<file path="config.mk">
export PLATFORM = sky130hd
export DESIGN_NAME = core_power_state_signalling
export DESIGN_NICKNAME = d
export VERILOG_FILES = /design/src/core_power_state_signalling.v
export VERILOG_INCLUDE_DIRS = /design/src /design/src/src
export SDC_FILE = /design/constraint.sdc
export NUM_CORES = 1
export LEC_CHECK = 0
export ABC_AREA = 1
export BUFFER_PORTS_ARGS = -buffer_cell sky130_fd_sc_hd__buf_2
export CAP_MARGIN = 5
export CORE_ASPECT_RATIO = 1.2
export CORE_MARGIN = 2
export CORE_UTILIZATION = 41
export CTS_CLUSTER_SIZE = 30
export DETAILED_ROUTE_END_ITERATION = 10
export PLACE_DENSITY = 0.8
export SKIP_CTS_REPAIR_TIMING = 1
export SLEW_MARGIN = 20
export SYNTH_ARGS = -nofsm -noshare
export SYNTH_HDL_FRONTEND = slang
export SYNTH_SLANG_ARGS = --single-unit
</file>
<file path="constraint.sdc">
create_clock -name clk -period 1.25 [get_ports clk]
set_input_delay 0.125 -clock clk [delete_from_list [all_inputs] [get_ports clk]]
set_output_delay 0.125 -clock clk [all_outputs]
set_load 0.01 [all_outputs]
</file>
<file path="src/power_state_defs.vh">
// Register map, field positions and reset values of the power-state block
`ifndef POWER_STATE_DEFS_VH
`define POWER_STATE_DEFS_VH

// Byte addresses on the AXI4-Lite slave
`define ADDR_STATUS     4'h0
`define ADDR_DEBUG_CTL  4'h4
`define ADDR_WAIT_CMD   4'h8
`define ADDR_STATE      4'hc

// Field positions
`define LOW_POWER_POS  27
`define EXC_LEVEL_POS  1
`define ERR_LEVEL_POS  2
`define DEBUG_MODE_POS 30
`define WAIT_BIT 0

// Masks of writable bits
`define STATUS_MASK 32'h08000006
`define DEBUG_MASK  32'h40000000

// Reset values
`define STATUS_RESET 32'h00000000
`define DEBUG_RESET  32'h00000000

// AXI responses
`define RESP_OKAY   2'h0
`define RESP_SLVERR 2'h2

`endif

</file>
<file path="src/core_power_state_signalling.v">
// Power-state register bits, their mirror outputs and wait-for-interrupt sleep
// Function
// - Low-power output follows status bit 27
// - Exception-level output follows status bit 1
// - Error-level output follows status bit 2
// - Debug-mode output follows debug bit 30
// - Wait stops core clock; wake inputs stay live
// - Interrupt, NMI or reset ends wait halt
// - Sleep output raised when wait executes
// - Static design; clock may slow or stop
`timescale 1ns/100ps
`default_nettype none
`include "power_state_defs.vh"

module core_power_state_signalling #(
  parameter INT_COUNT = 6
) (
  // Clock and reset
  input  wire                 clk,
  input  wire                 reset_n,
  // Wake sources, sampled while halted
  input  wire [INT_COUNT-1:0] interruptIn,
  input  wire                 nmiIn,
  input  wire                 cold_reset_in,
  // AXI4-Lite write address
  input  wire [3:0]           s_axi_awaddr,
  input  wire                 s_axi_awvalid,
  output wire                 s_axi_awready,
  // AXI4-Lite write data
  input  wire [31:0]          s_axi_wdata,
  input  wire [3:0]           s_axi_wstrb,
  input  wire                 s_axi_wvalid,
  output wire                 s_axi_wready,
  // AXI4-Lite write response
  output reg  [1:0]           s_axi_bresp,
  output reg                  s_axi_bvalid,
  input  wire                 s_axi_bready,
  // AXI4-Lite read address
  input  wire [3:0]           s_axi_araddr,
  input  wire                 s_axi_arvalid,
  output wire                 s_axi_arready,
  // AXI4-Lite read data
  output reg  [31:0]          s_axi_rdata,
  output reg  [1:0]           s_axi_rresp,
  output reg                  s_axi_rvalid,
  input  wire                 s_axi_rready,
  // Power-state outputs to the system agent
  output wire                 low_power_request_out,
  output wire                 exception_level_out,
  output wire                 error_level_out,
  output wire                 debug_mode_out,
  output wire                 sleepOut,
  output wire                 coreClockEnable
);

  localparam RUN   = 1'b0;
  localparam HALT  = 1'b1;

  reg  [31:0] status_reg;
  reg  [31:0] debugCtl_reg;
  reg         state_reg;
  reg         awHeld_reg;
  reg  [3:0]  awAddr_reg;
  reg         wHeld_reg;
  reg  [31:0] wData_reg;
  reg  [3:0]  wStrb_reg;

  wire        wakeEvent;
  wire        doWrite;
  wire        waitCmd;
  wire [31:0] wMerged;

  // Byte-lane merge of write data into an old register value
  function [31:0] mergeBytes;
    input [31:0] oldVal;
    input [31:0] newVal;
    input [3:0]  strb;
    integer i;
    begin
      mergeBytes = oldVal;
      for (i = 0; i < 4; i = i + 1) begin
        if (strb[i]) begin
          mergeBytes[i*8 +: 8] = newVal[i*8 +: 8];
        end
      end
    end
  endfunction

  // Address and data may arrive in either order; hold each until both
  assign s_axi_awready = !awHeld_reg && !s_axi_bvalid;
  assign s_axi_wready  = !wHeld_reg && !s_axi_bvalid;
  assign s_axi_arready = !s_axi_rvalid;

  wire        awNow   = awHeld_reg | (s_axi_awvalid & s_axi_awready);
  wire        wNow    = wHeld_reg | (s_axi_wvalid & s_axi_wready);
  wire [3:0]  awAddr  = awHeld_reg ? awAddr_reg : s_axi_awaddr;
  wire [31:0] wData   = wHeld_reg ? wData_reg : s_axi_wdata;
  wire [3:0]  wStrb   = wHeld_reg ? wStrb_reg : s_axi_wstrb;

  assign doWrite = awNow && wNow && !s_axi_bvalid;
  assign wMerged = wData;
  assign waitCmd = doWrite && (awAddr == `ADDR_WAIT_CMD) &&
                   wStrb[0] && wData[`WAIT_BIT];

  // Wake inputs keep working while the core clock is suspended
  assign wakeEvent = (|interruptIn) | nmiIn | cold_reset_in;

  always @(posedge clk) begin
    if (!reset_n) begin
      awHeld_reg <= 1'b0;
      wHeld_reg  <= 1'b0;
      awAddr_reg <= 4'h0;
      wData_reg  <= 32'h00000000;
      wStrb_reg  <= 4'h0;
      s_axi_bvalid <= 1'b0;
      s_axi_bresp  <= `RESP_OKAY;
    end else begin
      if (doWrite) begin
        awHeld_reg   <= 1'b0;
        wHeld_reg    <= 1'b0;
        s_axi_bvalid <= 1'b1;
        if (awAddr == `ADDR_STATUS || awAddr == `ADDR_DEBUG_CTL ||
            awAddr == `ADDR_WAIT_CMD) begin
          s_axi_bresp <= `RESP_OKAY;
        end else if (awAddr == `ADDR_STATE) begin
          s_axi_bresp <= `RESP_OKAY;
        end else begin
          s_axi_bresp <= `RESP_SLVERR;
        end
      end else begin
        if (s_axi_awvalid && s_axi_awready) begin
          awHeld_reg <= 1'b1;
          awAddr_reg <= s_axi_awaddr;
        end
        if (s_axi_wvalid && s_axi_wready) begin
          wHeld_reg <= 1'b1;
          wData_reg <= s_axi_wdata;
          wStrb_reg <= s_axi_wstrb;
        end
        if (s_axi_bvalid && s_axi_bready) begin
          s_axi_bvalid <= 1'b0;
        end
      end
    end
  end

  // Control bits; only the documented positions are writable
  always @(posedge clk) begin
    if (!reset_n) begin
      status_reg   <= `STATUS_RESET;
      debugCtl_reg <= `DEBUG_RESET;
    end else if (doWrite) begin
      if (awAddr == `ADDR_STATUS) begin
        status_reg <= mergeBytes(status_reg, wMerged, wStrb) &
                      `STATUS_MASK;
      end else if (awAddr == `ADDR_DEBUG_CTL) begin
        debugCtl_reg <= mergeBytes(debugCtl_reg, wMerged, wStrb) &
                        `DEBUG_MASK;
      end
    end
  end

  // Wait halt: wake beats a wait command in the same cycle
  always @(posedge clk) begin
    if (!reset_n) begin
      state_reg <= RUN;
    end else begin
      case (state_reg)
        RUN: begin
          if (waitCmd && !wakeEvent) begin
            state_reg <= HALT;
          end
        end
        HALT: begin
          if (wakeEvent) begin
            state_reg <= RUN;
          end
        end
        default: state_reg <= RUN;
      endcase
    end
  end

  // Reads; the state word shows only the halt, in bit 0
  always @(posedge clk) begin
    if (!reset_n) begin
      s_axi_rvalid <= 1'b0;
      s_axi_rdata  <= 32'h00000000;
      s_axi_rresp  <= `RESP_OKAY;
    end else if (s_axi_arvalid && s_axi_arready) begin
      s_axi_rvalid <= 1'b1;
      s_axi_rresp  <= `RESP_OKAY;
      if (s_axi_araddr == `ADDR_STATUS) begin
        s_axi_rdata <= status_reg;
      end else if (s_axi_araddr == `ADDR_DEBUG_CTL) begin
        s_axi_rdata <= debugCtl_reg;
      end else if (s_axi_araddr == `ADDR_WAIT_CMD) begin
        s_axi_rdata <= 32'h00000000;
      end else if (s_axi_araddr == `ADDR_STATE) begin
        s_axi_rdata <= {31'h00000000, state_reg};
      end else begin
        s_axi_rdata <= 32'h00000000;
        s_axi_rresp <= `RESP_SLVERR;
      end
    end else if (s_axi_rvalid && s_axi_rready) begin
      s_axi_rvalid <= 1'b0;
    end
  end

  // Outputs straight from register bits, so they track every change
  assign low_power_request_out = status_reg[`LOW_POWER_POS];
  assign exception_level_out   = status_reg[`EXC_LEVEL_POS];
  assign error_level_out       = status_reg[`ERR_LEVEL_POS];
  assign debug_mode_out        = debugCtl_reg[`DEBUG_MODE_POS];
  assign sleepOut              = state_reg;
  // Gate enable for the core clock; this block stays on the free clock
  // and holds all state in flops, so a slowed clock loses nothing
  assign coreClockEnable       = !state_reg;

endmodule
`default_nettype wire

</file>
Word level (Yosys, flattened, before mapping)

Cells that the tools add are included.

Register bits after elaboration: 84
Input port bits: 59
Output and inout port bits: 47
Word-level logic and storage cells: 82

Eq/ne operators: 6
Muxes and demuxes: 20
Bitwise logic cells: 10
Reductions and logical operators: 32

Operators by type and width:

| operator                                                        | count |
|---|---|
| 31-bit two-way mux                                              | 3 |
| 4-bit == test, second input constant                            | 4 |
| 1-bit logical AND                                               | 13 |
| 2-bit two-way mux                                               | 6 |
| 4-bit by 3-bit == test with 1-bit output, second input constant | 2 |
| 4-bit logical NOT                                               | 2 |
| 1-bit two-way mux                                               | 8 |
| 4-bit two-way mux                                               | 2 |
| 1-bit logical NOT                                               | 6 |
| 3-bit AND reduction                                             | 2 |
| 6-bit OR reduction                                              | 1 |
| 1-bit inverter                                                  | 4 |
| 1-bit OR                                                        | 4 |
| 2-bit AND reduction                                             | 2 |
| 4-bit AND reduction                                             | 1 |
| 2-bit nonzero test                                              | 2 |
| 1-bit bitwise AND                                               | 2 |
| 1-bit logical OR                                                | 2 |
| 1-bit case mux with 2 select lines                              | 1 |
| 2-bit OR reduction                                              | 1 |

Longest topological paths before layout

Depth in word-level cells: 12
Gate-level depth with buffers: 10

Least setup slack after synthesis

No wires, ideal clock.

Path type: flip-flop to flip-flop
Start: register awHeld_reg
End: register awAddr_reg[1]
Data arrival time: 1.089 ns
Slack: 0.045 ns
Cell stages (with the launch flop): 8
Buffers on the path: 1
Clock period less this slack: 1.205 ns
Cells stage by stage: dfxtp_1 > buf_6 > nor2_1 > nand2_1 > nor2_4 > inv_2 > nor2_1 > nor2_1

Word-level cells in the longest chain between the ends: 8
Elaborated cells on any way between the ends: 9
Classes of those cells: 3 x bitwise; 6 x reduce/logical

Ends and longest elaborated chain:

| item                                     | RTL line                          | source |
|---|---|---|
| from (decl)                              | core_power_state_signalling.v:62  | `reg awHeld_reg;` |
| from (signal assigned)                   | core_power_state_signalling.v:110 | `awHeld_reg <= 1'b0;` |
| from (signal assigned)                   | core_power_state_signalling.v:119 | `awHeld_reg <= 1'b0;` |
| from (signal assigned)                   | core_power_state_signalling.v:132 | `awHeld_reg <= 1'b1;` |
| 1-bit logical NOT (*)                    | core_power_state_signalling.v:90  | `assign s_axi_awready = !awHeld_reg && !s_axi_bvalid;` |
| 1-bit logical AND (*)                    | core_power_state_signalling.v:90  |  |
| named net s_axi_awready                  | core_power_state_signalling.v:28  | `output wire s_axi_awready,` |
| 1-bit bitwise AND                        | core_power_state_signalling.v:94  | `wire awNow = awHeld_reg \| (s_axi_awvalid & s_axi_awready);` |
| 1-bit OR                                 | core_power_state_signalling.v:94  |  |
| 1-bit logical AND (2 in a row)           | core_power_state_signalling.v:100 | `assign doWrite = awNow && wNow && !s_axi_bvalid;` |
| 1-bit inverter (no source line)          | n/a                               |  |
| 2-bit AND reduction (no source line) (*) | n/a                               |  |
| to (signal assigned)                     | core_power_state_signalling.v:133 | `awAddr_reg <= s_axi_awaddr;` |
| to (decl)                                | core_power_state_signalling.v:63  | `reg [3:0] awAddr_reg;` |

Mark *: on every way through the listed nets, which the timed path passes. The rest lies on a longest branch.
A chain may end at the register's enable or synchronous reset.

Worst setup path after layout

Start: register awHeld_reg
End: register status_reg[2]

Word-level cells in the longest chain between the ends: 7
Elaborated cells on any way between the ends: 9
Classes of those cells: 1 x mux; 2 x bitwise; 6 x reduce/logical

Ends and longest elaborated chain:

| item                                     | RTL line                          | source |
|---|---|---|
| 1-bit logical NOT                        | core_power_state_signalling.v:90  |  |
| 1-bit logical AND                        | core_power_state_signalling.v:90  |  |
| 1-bit bitwise AND                        | core_power_state_signalling.v:94  |  |
| 1-bit OR                                 | core_power_state_signalling.v:94  |  |
| 1-bit logical AND (2 in a row)           | core_power_state_signalling.v:100 |  |
| 3-bit AND reduction (no source line) (*) | n/a                               |  |
| to (signal assigned)                     | core_power_state_signalling.v:150 | `` status_reg <= `STATUS_RESET; `` |
| to (signal assigned)                     | core_power_state_signalling.v:154 | `status_reg <= mergeBytes(status_reg, wMerged, wStrb) &` |
| to (decl)                                | core_power_state_signalling.v:59  | `reg [31:0] status_reg;` |

Every way passes the cells marked *; elsewhere a longest branch is shown, timed or not.

==> results.ini <==
[run_status]
status=complete, no violations

[global_routing]
antenna_found_initial=0
track_usage_pct=14.3
grt_pass1_wl_um=4660
grt_max_degree=17
overflow=0
grt_pass1_vias=1133

[detailed_routing]
wl_per_cell_um=9.97
via_per_inst=4.59
route.detailed.drc=0
wl_um=3030
postRouteAntennaNets=0
dr.pass1.iters=4
drt_iter0_drc=26
vias=1394

[die]
die_w_um=59.1
core_um2=3570
dieArea_um2=4140
io-pin-count=106
num_rows=24
initial_core_util_pct=41.8
die_y_um=70.1

[worst_setup_path]
worstReg2RegStart=awHeld_reg
cp_num_buf_inv=1
slowest_delay_ns=0.37
cp_max_fo=4
crit_path_frequent_cell=nand2_4
rrSetupSlack_ns=0.04
cpLargestDelayFamily=simple AND/OR/NAND/NOR gates
cp.arrival_ns=1.39
reg2reg_to=status_reg[2]
worstSetupPathType=reg2reg
slowest_stage=dfxtp_4
crit_chain=buf_6, nand2_4, nand2_4, nor2_4, nand2_4, nor2_4, nand2_1, nand2_1, nor2_1
r2r_cells=9
worstSetupStartpointType=flip-flop
end_kind=flip-flop
cp_num_cells=9
required_ns=1.44

[placed_design]
pre_cts_slack_ns=-0.0160
hpwl_um=2320
port_buffers=47
gp_congestion=0.773

[cells_and_area]
utilization_pct=51.4
antenna_cells=0
area_growth_pct=23.0
nets=325
drive_gt1_share_pct=33.6

[clock_tree]
cts-root-buf=clkbuf_8
cts_tree=yes
cts_buffers=3
clk_path_buf_depth=2
clkTransAtPathRegs_ns=0.09
cts.sinks=27
cts_max_level=1
clock_latency_ns=0.28

[job]
cap_violations=0

[timing]
grt_setup_unrepaired=yes
final.period_utilization_pct=96.6
finalMaxSlewViolations=0
fin_ws_ns=0.0430
min_period_ns=1.21
setup_viol=0
tns_ns=0
hold_violations=0
fin_worst_skew_ns=0.00119
max_freq_ghz=0.829

[worst_hold_path]
min-delay-start=s_axi_awaddr[3]
whs_path_depth=3
hp-class=in2reg
min_to=awAddr_reg[3]

[pwr]
p_per_area_nw_per_um2=1110
p_leak_nw=0.915
ir_drop_mv=0.364

[synthesis]
syn_inst=212
synth.distinct_cells=26
syn-cell-area_um2=1490
yosys_warnings=0
ys_ff_latch=27
syn_avg_cell_area_um2=7.05
ys_seq_area_share_pct=36.2

[worst register-to-register path: stages, from the launching register on]
cell	delay [ns]
dfxtp_4	0.37
buf_6	0.13
nand2_4	0.07
nand2_4	0.06
nor2_4	0.13
nand2_4	0.08
nor2_4	0.12
nand2_1	0.07
nand2_1	0.06
nor2_1	0.03
[power by group]
part	leakage (nW)	switching (mW)	total [mW]	internal [mW]
Clock	0.0217	0.288	0.515	0.227
Combinational	0.670	0.333	0.553	0.221
Sequential	0.223	0.0503	0.980	0.930
[synth_stat cells (all sizes together)]
cell,n,area (um2)
dfxtp,27,541
nor2,44,178
inv,19,71.3
clkbuf,2,7.51
mux2i,3,30.0
clkinv,1,5.00
nand3,6,47.6
conb,1,3.75
nor4,1,6.26
buf,31,236
o21bai,1,18.8
a21oi,10,61.3
o21ai,17,85.1
nand4,2,12.5
nor3,3,15.0
or2,1,6.26
nand2,41,154
o21a,2,15.0
[cell families (layout without fill, tap and decap cells)]
family	count (synthesis)	after routing	synth area share, %
AO/OA/AOI/OAI	30	30	12.1
buffers and inverters	53	78	21.4
multiplexers	3	3	2.01
flip-flops	27	27	36.2
AND/OR/NAND/NOR	98	98	28.1
other	1	29	0.251
[worst max path at each step]
stage / start / endpoint / slack [ns]
final: awHeld_reg / status_reg[2] / 0.04
after global routing: awHeld_reg / status_reg[1] / -0.02
after CTS: awHeld_reg / status_reg[2] / -0.03
after detailed placement: awHeld_reg / status_reg[2] / -0.02
after global placement: awHeld_reg / status_reg[2] / 0.001
after floorplan: awHeld_reg / awAddr_reg[1] / 0.04
[layer usage]
layer  vias up  global-route usage [%]  part of all wire, %
met1       615                    17.4                   44
met3         7                    2.96                  5.7
met2        56                    24.3                   49
met5         -                       0                    0
li1        716                       -                    -
met4         0                    5.30                  2.2
[layout by cell type (no fill, tap or decap), types with 3 or more instances in the layout]
cell	instances
dfxtp_4	3
buf_4	5
nand2_4	3
buf_2	47
inv_1	14
o21ai_1	12
o21ai_0	5
nand3_1	3
nor2_2	4
inv_2	4
nand2_1	34
nor3_1	3
dfxtp_1	24
clkbuf_8	3
nor2_1	35
mux2i_1	3
conb_1	29
nor2_4	5
nand2_2	4
a21oi_1	8
[cell type report]
type	instances	area, um2
Clock buffer	3	41.3
Timing Repair Buffer	54	295
Clock inverter	1	7.51
Inverter	20	78.8
Tap cell	39	48.8
Sequential cell	27	552
Fill cell	343	1740
Multi-Input combinational cell	160	815
[per-stage QoR]
step | hold slack [ns] | area, um2 | cells | power, mW
after global routing | 0.0896 | 1840 | 304 | 2.16
final | 0.0772 | 1840 | 304 | 2.05
after global placement | 0.368 | 1680 | 298 | 1.46
after floorplan | 0.259 | 1600 | 240 | 1.39
after CTS | 0.0787 | 1730 | 302 | 1.99
after detailed placement | 0.376 | 1680 | 298 | 1.47
Note: power is estimated with default switching activity, not from simulation.
